<file path="src/psufc_pkg.sv">
/*
  Constants, encodings and types shared by the three-module power stage
  PWM controller. Assumes nothing of its surroundings.
*/
package psufc_pkg;

  localparam int unsigned PSUFC_NMOD = 3;
  localparam int unsigned PSUFC_CW = 12;
  localparam int unsigned PSUFC_FILT_LEN = 4;

  localparam logic [11:0] PSUFC_CNT_RST = 12'h000;
  localparam logic [11:0] PSUFC_CNT_ONE = 12'h001;
  localparam logic [7:0] PSUFC_PRE_RST = 8'h00;
  localparam logic [3:0] PSUFC_FILT_RST = 4'h0;

  // Prescaler encodings and the last count of each divide ratio
  localparam logic [1:0] PSUFC_PRE_DIV1 = 2'h0;
  localparam logic [1:0] PSUFC_PRE_DIV4 = 2'h1;
  localparam logic [1:0] PSUFC_PRE_DIV32 = 2'h2;
  localparam logic [1:0] PSUFC_PRE_DIV256 = 2'h3;
  localparam logic [7:0] PSUFC_LAST_DIV1 = 8'h00;
  localparam logic [7:0] PSUFC_LAST_DIV4 = 8'h03;
  localparam logic [7:0] PSUFC_LAST_DIV32 = 8'h1F;
  localparam logic [7:0] PSUFC_LAST_DIV256 = 8'hFF;

  // Input mode field
  localparam logic [2:0] PSUFC_MODE_IGNORE = 3'h0;
  localparam logic [2:0] PSUFC_MODE_KILL_A = 3'h1;
  localparam logic [2:0] PSUFC_MODE_KILL_B = 3'h2;
  localparam logic [2:0] PSUFC_MODE_KILL_AB = 3'h3;
  localparam logic [1:0] PSUFC_MODE_HI_ALL = 2'h2;
  localparam logic [1:0] PSUFC_MODE_HI_HALT = 2'h3;

  // ADC sync source select
  localparam logic [1:0] PSUFC_ADC_LEAD_A = 2'h0;
  localparam logic [1:0] PSUFC_ADC_TRAIL_A = 2'h1;
  localparam logic [1:0] PSUFC_ADC_LEAD_B = 2'h2;
  localparam logic [1:0] PSUFC_ADC_TRAIL_B = 2'h3;

  typedef enum logic [1:0]
  {
    PSUFC_ST_STOP = 2'b00,
    PSUFC_ST_UP = 2'b01,
    PSUFC_ST_DOWN = 2'b11
  } psufc_state_type;

endpackage : psufc_pkg

</file>
<file path="src/psufc_input.sv">
/*
  Fault input conditioning for one module: polarity, optional digital
  filter and active-onset event detection.
  Assumes the pin is synchronous to CLOCK_I and tick_i is the controller
  clock enable.
*/
`timescale 1ns/100ps
`default_nettype none

module psufc_input
  import psufc_pkg::*;
(
  input wire logic clk_i,     // System clock
  input wire logic rst_n_i,   // Async reset, active low
  input wire logic tick_i,    // Controller clock enable
  input wire logic pin_i,     // Raw fault input
  input wire logic pol_i,     // 1: high/rising active
  input wire logic filt_en_i, // Filter enable
  output logic active_o,      // Active level after conditioning
  output logic event_o        // Onset of active level, one cycle
);

  logic [3:0] shift_r;
  logic filt_r;
  logic prev_r;
  logic act_pin;

  assign act_pin = pin_i ~^ pol_i;

  always_ff @(posedge clk_i or negedge rst_n_i)
  begin
    if (!rst_n_i)
      shift_r <= PSUFC_FILT_RST;
    else if (tick_i)
      shift_r <= {shift_r[2:0], act_pin};
  end

  // Level changes only after four equal controller-clock samples
  always_ff @(posedge clk_i or negedge rst_n_i)
  begin
    if (!rst_n_i)
      filt_r <= 1'b0;
    else if (tick_i && (&shift_r))
      filt_r <= 1'b1;
    else if (tick_i && !(|shift_r))
      filt_r <= 1'b0;
  end

  assign active_o = filt_en_i ? filt_r : act_pin;

  always_ff @(posedge clk_i or negedge rst_n_i)
  begin
    if (!rst_n_i)
      prev_r <= 1'b0;
    else if (tick_i)
      prev_r <= active_o;
  end

  assign event_o = tick_i && active_o && !prev_r;
endmodule : psufc_input

`default_nettype wire

</file>
<file path="src/psufc_top.sv">
/*
  Three-module power stage PWM controller: prescaled controller clock,
  shared 12-bit counter, shadowed compare sets with end-of-cycle update,
  overlap protection, fault inputs, ADC sync pulses and event pulses.
  Assumes all inputs synchronous to CLOCK_I; PLL_TICK_I is an enable
  marking each edge of the PLL clock.
*/
`timescale 1ns/100ps
`default_nettype none

module psufc_top
  import psufc_pkg::*;
(
  input wire logic CLOCK_I,                     // 100 MHz clock
  input wire logic RESET_N_I,                   // Async reset, active low
  input wire logic PLL_TICK_I,                  // PLL clock edge enable
  input wire logic CLOCK_SOURCE_SELECT_I,       // 0 I/O clock, 1 PLL
  input wire logic [1:0] PRESCALER_I,           // Divide select
  input wire logic RUN_I,                       // Counter run
  input wire logic CENTERED_MODE_I,             // 0 one ramp, 1 centered
  input wire logic UPDATE_HOLD_I,               // Blocks shadow transfer
  input wire logic OUTPUT_POL_A_I,              // A outputs active high
  input wire logic OUTPUT_POL_B_I,              // B outputs active high
  input wire logic [2:0] OUTPUT_A_CONNECT_I,    // Connect A per module
  input wire logic [2:0] OUTPUT_B_CONNECT_I,    // Connect B per module
  input wire logic [2:0] EXTRA_RAMP_CONFIG_I,   // B mirrors A inverted
  input wire logic [2:0][11:0] SET_POINT_A_I,   // A set compares
  input wire logic [2:0][11:0] RESET_POINT_A_I, // A reset compares
  input wire logic [2:0][11:0] SET_POINT_B_I,   // B set compares
  input wire logic [11:0] RESET_POINT_B_I,      // B reset and counter top
  input wire logic [2:0] OVERLAP_DISABLE_I,     // 1 removes protection
  input wire logic [2:0] FAULT_INPUT_I,         // Fault pins
  input wire logic [2:0] FILTER_EN_I,           // Input filter enable
  input wire logic [2:0] INPUT_POL_I,           // Input polarity
  input wire logic [2:0] EDGE_MODE_I,           // 1 edge, 0 level
  input wire logic [2:0][2:0] INPUT_MODE_I,     // Input mode field
  input wire logic [2:0] ASYNC_KILL_I,          // Direct output kill
  input wire logic [2:0] RUN_SET_I,             // Run bit set pulse
  input wire logic [2:0][1:0] ADC_SEL_I,        // ADC sync source
  output logic [2:0] OUTPUT_A_O,                // Output A pins
  output logic [2:0] OUTPUT_B_O,                // Output B pins
  output logic [2:0] ADC_SYNC_PULSE_O,          // ADC sync pulses
  output logic [2:0] END_IRQ_O,                 // Counter reload pulse
  output logic [2:0] FAULT_IRQ_O,               // Input event pulse
  output logic [2:0] SYNC_ERR_IRQ_O,            // Sync error pulse
  output logic [2:0] HALTED_O,                  // Module halted
  output logic [11:0] COUNTER_O                 // Counter value
);

  psufc_state_type state_r;
  logic [7:0] pre_cnt_r;
  logic [7:0] pre_last;
  logic [11:0] cnt_r;
  logic [11:0] top_r;
  logic src_tick;
  logic tick;
  logic running;
  logic end_cyc;
  logic load;
  logic win_a;
  logic win_b;
  wire [2:0] halt_w;
  wire [2:0] kill_all_w;
  wire [2:0] evt_w;

  always_comb
  begin
    unique case (PRESCALER_I)
      PSUFC_PRE_DIV1: pre_last = PSUFC_LAST_DIV1;
      PSUFC_PRE_DIV4: pre_last = PSUFC_LAST_DIV4;
      PSUFC_PRE_DIV32: pre_last = PSUFC_LAST_DIV32;
      PSUFC_PRE_DIV256: pre_last = PSUFC_LAST_DIV256;
    endcase
  end

  assign src_tick = CLOCK_SOURCE_SELECT_I ? PLL_TICK_I : 1'b1;
  assign tick = src_tick && (pre_cnt_r >= pre_last);

  always_ff @(posedge CLOCK_I or negedge RESET_N_I)
  begin
    if (!RESET_N_I)
      pre_cnt_r <= PSUFC_PRE_RST;
    else if (tick)
      pre_cnt_r <= PSUFC_PRE_RST;
    else if (src_tick)
      pre_cnt_r <= pre_cnt_r + 8'h01;
  end

  // Any halted module stops the shared counter
  assign running = RUN_I && !(|halt_w);
  assign end_cyc = tick && (((state_r == PSUFC_ST_UP) && (cnt_r == top_r) &&
                   !CENTERED_MODE_I) || ((state_r == PSUFC_ST_DOWN) &&
                   (cnt_r == PSUFC_CNT_RST)));
  // Stopped counter takes new values at once so a restart uses them
  assign load = (end_cyc || (state_r == PSUFC_ST_STOP)) && !UPDATE_HOLD_I;
  assign win_a = !CENTERED_MODE_I || (state_r == PSUFC_ST_UP);
  assign win_b = !CENTERED_MODE_I || (state_r == PSUFC_ST_DOWN);

  always_ff @(posedge CLOCK_I or negedge RESET_N_I)
  begin
    if (!RESET_N_I)
      top_r <= PSUFC_CNT_RST;
    else if (load)
      top_r <= RESET_POINT_B_I;
  end

  always_ff @(posedge CLOCK_I or negedge RESET_N_I)
  begin
    if (!RESET_N_I)
    begin
      state_r <= PSUFC_ST_STOP;
      cnt_r <= PSUFC_CNT_RST;
    end
    else if (!running)
    begin
      state_r <= PSUFC_ST_STOP;
      cnt_r <= PSUFC_CNT_RST;
    end
    else if (tick)
    begin
      unique case (state_r)
        PSUFC_ST_STOP:
          state_r <= PSUFC_ST_UP;
        PSUFC_ST_UP:
          if (cnt_r != top_r)
            cnt_r <= cnt_r + PSUFC_CNT_ONE;
          else if (!CENTERED_MODE_I)
            cnt_r <= PSUFC_CNT_RST;
          else
          begin
            state_r <= PSUFC_ST_DOWN;
            cnt_r <= (cnt_r == PSUFC_CNT_RST) ? cnt_r : cnt_r - PSUFC_CNT_ONE;
          end
        PSUFC_ST_DOWN:
          if (cnt_r != PSUFC_CNT_RST)
            cnt_r <= cnt_r - PSUFC_CNT_ONE;
          else
          begin
            state_r <= PSUFC_ST_UP;
            cnt_r <= (top_r == PSUFC_CNT_RST) ? cnt_r : PSUFC_CNT_ONE;
          end
        default:
          state_r <= PSUFC_ST_STOP;
      endcase
    end
  end

  assign COUNTER_O = cnt_r;

  genvar n;
  generate
    for (n = 0; n < PSUFC_NMOD; n++)
    begin : g_mod
      logic [11:0] sa_r;
      logic [11:0] ra_r;
      logic [11:0] sb_r;
      logic con_a_r;
      logic con_b_r;
      logic xramp_r;
      logic act;
      logic evt;
      logic fault_r;
      logic halt_r;
      logic raw_a;
      logic raw_b;
      logic kill_a;
      logic kill_b;
      logic async_kill;
      logic out_a_r;
      logic out_b_r;
      logic prev_a_r;
      logic prev_b_r;
      logic adc_hit;
      logic [2:0] mode;

      assign mode = INPUT_MODE_I[n];

      always_ff @(posedge CLOCK_I or negedge RESET_N_I)
      begin
        if (!RESET_N_I)
        begin
          sa_r <= PSUFC_CNT_RST;
          ra_r <= PSUFC_CNT_RST;
          sb_r <= PSUFC_CNT_RST;
          con_a_r <= 1'b0;
          con_b_r <= 1'b0;
          xramp_r <= 1'b0;
        end
        else if (load)
        begin
          sa_r <= SET_POINT_A_I[n];
          ra_r <= RESET_POINT_A_I[n];
          sb_r <= SET_POINT_B_I[n];
          con_a_r <= OUTPUT_A_CONNECT_I[n];
          con_b_r <= OUTPUT_B_CONNECT_I[n];
          xramp_r <= EXTRA_RAMP_CONFIG_I[n];
        end
      end

      psufc_input u_input
      (
        .clk_i(CLOCK_I),
        .rst_n_i(RESET_N_I),
        .tick_i(tick),
        .pin_i(FAULT_INPUT_I[n]),
        .pol_i(INPUT_POL_I[n]),
        .filt_en_i(FILTER_EN_I[n]),
        .active_o(act),
        .event_o(evt)
      );

      // Edge mode latches until cycle end (retrigger style); level follows pin
      always_ff @(posedge CLOCK_I or negedge RESET_N_I)
      begin
        if (!RESET_N_I)
          fault_r <= 1'b0;
        else if (EDGE_MODE_I[n])
          fault_r <= evt || (fault_r && !end_cyc);
        else
          fault_r <= act;
      end

      // Set wins over the software run pulse
      always_ff @(posedge CLOCK_I or negedge RESET_N_I)
      begin
        if (!RESET_N_I)
          halt_r <= 1'b0;
        else if (evt && (mode[2:1] == PSUFC_MODE_HI_HALT))
          halt_r <= 1'b1;
        else if (RUN_SET_I[n])
          halt_r <= 1'b0;
      end

      assign halt_w[n] = halt_r;
      assign evt_w[n] = evt && (mode != PSUFC_MODE_IGNORE);
      assign kill_all_w[n] = fault_r && (mode[2:1] == PSUFC_MODE_HI_ALL);
      assign kill_a = fault_r && win_a && ((mode == PSUFC_MODE_KILL_A) ||
                      (mode == PSUFC_MODE_KILL_AB));
      assign kill_b = fault_r && win_b && ((mode == PSUFC_MODE_KILL_B) ||
                      (mode == PSUFC_MODE_KILL_AB));

      always_comb
      begin
        if (CENTERED_MODE_I)
        begin
          raw_a = cnt_r < sa_r;
          raw_b = (cnt_r >= sb_r) && (cnt_r <= top_r);
        end
        else
        begin
          raw_a = (cnt_r >= sa_r) && (cnt_r < ra_r);
          raw_b = (cnt_r >= sb_r) && (cnt_r < top_r);
        end
        if (xramp_r)
          raw_b = !raw_a;
        if (!OVERLAP_DISABLE_I[n] && raw_a)
          raw_b = 1'b0;
        if (state_r == PSUFC_ST_STOP)
        begin
          raw_a = 1'b0;
          raw_b = 1'b0;
        end
      end

      always_ff @(posedge CLOCK_I or negedge RESET_N_I)
      begin
        if (!RESET_N_I)
        begin
          out_a_r <= 1'b0;
          out_b_r <= 1'b0;
        end
        else
        begin
          out_a_r <= raw_a && !kill_a && !(|kill_all_w) && !(|halt_w);
          out_b_r <= raw_b && !kill_b && !(|kill_all_w) && !(|halt_w);
        end
      end

      // Bypasses every flop so a stopped controller clock cannot delay it
      assign async_kill = ASYNC_KILL_I[n] && (mode != PSUFC_MODE_IGNORE) &&
                          (FAULT_INPUT_I[n] ~^ INPUT_POL_I[n]);
      assign OUTPUT_A_O[n] = (out_a_r && con_a_r && !async_kill) ~^ OUTPUT_POL_A_I;
      assign OUTPUT_B_O[n] = (out_b_r && con_b_r && !async_kill) ~^ OUTPUT_POL_B_I;

      always_comb
      begin
        if (CENTERED_MODE_I)
          adc_hit = tick && (cnt_r == ra_r) && !ADC_SEL_I[n][1] &&
                    ((state_r == PSUFC_ST_UP) == ADC_SEL_I[n][0]);
        else
          unique case (ADC_SEL_I[n])
            PSUFC_ADC_LEAD_A: adc_hit = out_a_r && !prev_a_r;
            PSUFC_ADC_TRAIL_A: adc_hit = !out_a_r && prev_a_r;
            PSUFC_ADC_LEAD_B: adc_hit = out_b_r && !prev_b_r;
            PSUFC_ADC_TRAIL_B: adc_hit = !out_b_r && prev_b_r;
          endcase
      end

      always_ff @(posedge CLOCK_I or negedge RESET_N_I)
      begin
        if (!RESET_N_I)
        begin
          prev_a_r <= 1'b0;
          prev_b_r <= 1'b0;
          ADC_SYNC_PULSE_O[n] <= 1'b0;
          END_IRQ_O[n] <= 1'b0;
          FAULT_IRQ_O[n] <= 1'b0;
          SYNC_ERR_IRQ_O[n] <= 1'b0;
        end
        else
        begin
          prev_a_r <= out_a_r;
          prev_b_r <= out_b_r;
          ADC_SYNC_PULSE_O[n] <= adc_hit;
          END_IRQ_O[n] <= end_cyc;
          FAULT_IRQ_O[n] <= evt_w[n];
          // Run pulse to a module that is not halted, while another module is halted, breaks the lockstep
          SYNC_ERR_IRQ_O[n] <= RUN_SET_I[n] && !halt_r && (|halt_w);
        end
      end
    end
  endgenerate

  assign HALTED_O = halt_w;
endmodule : psufc_top

`default_nettype wire

</file>
<file path="config.mk">
export PLATFORM = sky130hd
export DESIGN_NAME = psufc_top
export DESIGN_NICKNAME = d
export VERILOG_FILES = /design/src/psufc_pkg.sv /design/src/psufc_input.sv /design/src/psufc_top.sv
export SDC_FILE = /design/constraint.sdc
export NUM_CORES = 1
export LEC_CHECK = 0
export ABC_AREA = 1
export ABC_CLOCK_PERIOD_IN_PS = 3300
export BUFFER_PORTS_ARGS = -buffer_cell sky130_fd_sc_hd__buf_4
export CAP_MARGIN = 10
export CORE_MARGIN = 5
export CORE_UTILIZATION = 55
export CTS_CLUSTER_SIZE = 25
export DETAILED_ROUTE_END_ITERATION = 8
export PLACE_DENSITY = 0.79
export SLEW_MARGIN = 10
export SYNTH_ARGS = -nofsm -noshare
export SYNTH_HDL_FRONTEND = slang
export SYNTH_SLANG_ARGS = --single-unit
</file>
<file path="constraint.sdc">
create_clock -name CLOCK_I -period 3.3 [get_ports CLOCK_I]
set_clock_uncertainty 0.15 [all_clocks]
set_input_delay 0.165 -clock CLOCK_I [delete_from_list [all_inputs] [get_ports CLOCK_I]]
set_output_delay 0.165 -clock CLOCK_I [all_outputs]
set_load 0.005 [all_outputs]
</file>
==> flow_summary.toml <==
[outcome]
status = "finished clean"

[timing]
max_freq_mhz = 344
setup_slack_ns = 0.396
finalHoldViolations = 0
fin_tns_setup_ns = 0
max_slew_margin = 0.497
period_minus_slack_ns = 2.90
setup_viol = 0
fin_hold_ws_ns = 0.0494
worst_pin_slew_ns = 0.755
period_share = 0.880
drv_slew = 0
rsz0062_at_grt = "no"

[synth]
synth_edf_count = 0
synth_top_area_share = 0.390
syn_area_um2 = 12600
synth_cell_type_count = 36
seq_area_frac_synth = 0.390
synthTopCellsByCount = "nand2_1 (577), inv_1 (221), dfrtp_1 (197)"
yosysTopAreaCell = "dfrtp_1"
ys_ff_latch = 197
postSynthCellCount = 1699
async_reset_ff_frac = 1.00
synth-main-ff-cell = "dfrtp_1"
yosysWarnings = 0
syn_nets = 2007
synth.most_common_cell = "nand2_1"
yosys-top-cells-area = "dfrtp_1 (39%), nand2_1 (17%), ha_1 (13%), nand3_1 (7.7%), inv_1 (6.6%)"
syn_area_per_cell_um2 = 7.43

[final_layout]
area_growth_pct = 31.9
nets = 2365
drive_gt1_frac = 0.134
seq_area_um2 = 4930
fill_cells = 1638
final_area_um2 = 16700
multiInputGateArea_um2 = 6470

[power]
powerDensity_nw_per_um2 = 785
seq_power_share = 0.319
p_leak_nw = 9.27
comb_power_share = 0.517
p_switching_mw = 5.97
p_int_mw = 7.12
clkPwrFrac = 0.164
p_sw_frac = 0.456
irDropWorstVdd_mv = 0.499

[floorplan]
ios = 209
die_y_um = 162
initial_core_util = 0.558
coreArea_um2 = 22600
die_x_um = 162
die-area_um2 = 26100
rows = 55

[place]
portBuffers = 208
place_ws_ns = 0.465
dp.final_hpwl_um = 25900
routabilityCongestion = 0.934
dpl_cell_area_um2 = 14400

[critical_path]
end_kind = "flop"
r2r_setup_slack_ns = 0.40
crit_type = "flop to flop"
crit_required_ns = 3.48
slowest_stage = "dfrtp_1"
worstPathArrival_ns = 3.08
r2r_start = "COUNTER_O[0]$_DFFE_PN0P_"
cpPeakStageDelay_ns = 0.47
crit_path_max_fanout = 38
rr_worst_depth = 13
cpMostUsedCell = "nand2_1"
start_kind = "flop"
crit_chain = "inv_1 > buf_4 > ha_1 > nand3_1 > nor2_2 > nand3_2 > nand2_1 > nand3_2 > o21ai_4 > nand2_4 > buf_4 > nand2_1 > nand2_1"
reg2reg_to = "g_mod[0].ra_r[6]$_DFFE_PN0P_"

[global_routing]
grt_usage = 0.313
grt_max_degree = 130
grt_pass1_wl_um = 65300
grt_pass1_vias = 13200
antenna_found_initial = 2
gr-total-overflow = 0

[run]
cap_violations = 0

[route]
drc = 0
drt_iter0_drc = 1109
num_vias = 12800
wl_um = 40500
wl_per_cell_um = 17.2
viasPerCell = 5.41
first_pass_iters = 5
postRouteAntennaNets = 0

[clock_network]
clk_latency_ns = 0.45
cts_max_level = 4
numCtsBuffers = 17
cts_root_buf = "clkbuf_16"
cts_max_path_buffers = 2
cts.sinks = 197
clk_pin_slew_ns = 0.08
post-cts-setup-buffers = 0
cts_tree = "built"

[hold_path]
hold_path_startpoint = "CLOCK_SOURCE_SELECT_I"
hp-class = "input pin to flop"
worstHoldPathCells = 5
hold-path-endpoint = "pre_cnt_r[0]$_DFFE_PN0P_"
==> flip-flops by register name, summed over array words and instances (netlist names), 8 cells and up <==
register               count
g_mod.u_input.shift_r     12
g_mod.sb_r                36
pre_cnt_r                  8
COUNTER_O                 12
top_r                     12
g_mod.sa_r                36
g_mod.ra_r                36
==> power groups by stage <==
stage	Sequential (mW)	Combinational [mW]	Clock, mW
after global routing	4.29	7.73	2.25
after detailed placement	4.17	6.40	0
after global placement	4.14	6.09	0
after CTS	4.14	6.65	2.16
final	4.17	6.77	2.14
after floorplan	4.06	4.68	0
==> layer usage <==
layer	GRT usage	vias up	part of all wire
met5	0	-	0
met4	0.146	0	0.044
met3	0.0605	140	0.080
met2	0.534	591	0.48
met1	0.383	5910	0.39
li1	-	6110	-
==> worst max-delay path by stage <==
stage                                               to                       from  slack [ns]  cells past startpoint
after floorplan           g_mod[2].sb_r[0]$_DFFE_PN0P_  COUNTER_O[11]$_DFFE_PN0P_        0.90                     14
after global placement    g_mod[1].ra_r[8]$_DFFE_PN0P_   COUNTER_O[0]$_DFFE_PN0P_        0.54                     13
after detailed placement  g_mod[1].sb_r[9]$_DFFE_PN0P_   COUNTER_O[0]$_DFFE_PN0P_        0.46                     14
after CTS                 g_mod[1].ra_r[2]$_DFFE_PN0P_   COUNTER_O[0]$_DFFE_PN0P_        0.45                     14
after global routing      g_mod[1].sb_r[8]$_DFFE_PN0P_       top_r[7]$_DFFE_PN0P_        0.12                     14
final                     g_mod[0].ra_r[6]$_DFFE_PN0P_   COUNTER_O[0]$_DFFE_PN0P_        0.40                     13
==> cells in the final DEF (no fill, tap or decap), types with 4 or more instances in the layout <==
cell type,count
nand2_1,577
buf_4,228
inv_1,220
dfrtp_1,197
nand3_1,194
dlygate4sd3_1,167
ha_1,132
nor2_1,113
a21oi_1,61
o21ai_0,31
nand4_1,26
xor2_1,18
clkbuf_16,17
nor3_1,9
nand3b_1,7
inv_6,6
a21o_1,5
o21a_1,5
and2_1,4
o21bai_1,4
buf_12,4
==> stage by stage <==
stage / power [mW] / cells / utilization
detailed placement: 10.6 / 2156 / 0.636
global placement: 10.2 / 2156 / 0.636
floorplan: 8.75 / 1699 / -
finish: 13.1 / 2356 / 0.736
CTS: 12.9 / 2354 / 0.736
global route: 14.3 / 2356 / 0.736
==> timing repair <==
item / in CTS / in global routing
hold buffers: 167 / 0
endpoints found under the hold margin: 239 / 0
resized for setup: 0 / 0
==> cell families after synthesis <==
| kind of cell | Yosys count | share of synthesized area |
|---|---|---|
| flip-flops | 197 | 0.390 |
| AO/OA/AOI/OAI | 116 | 0.0507 |
| XOR/XNOR | 21 | 0.0146 |
| buffers and inverters | 284 | 0.0983 |
| AND/OR/NAND/NOR | 949 | 0.315 |
| adder cells (fa/ha/maj) | 132 | 0.131 |
==> worst max-delay path: cells and delay by family, from the launching register on <==
kind | cells | cell delay [ns]
compound gates | 1 | 0.16
fa+ha+maj | 1 | 0.18
buf+inv | 3 | 0.74
flops | 1 | 0.47
simple gates | 8 | 1.07
==> final cells by class <==
type                       count  share of cell area
multi-input combinational   1218               0.388
clock buffer                  19              0.0266
sequential                   197               0.296
tap                          285              0.0214
inverter                     223              0.0504
clock inverter                12             0.00849
timing repair buffer         400               0.209
antenna                        2            0.000300
Note: power is estimated with default switching activity, not from simulation.
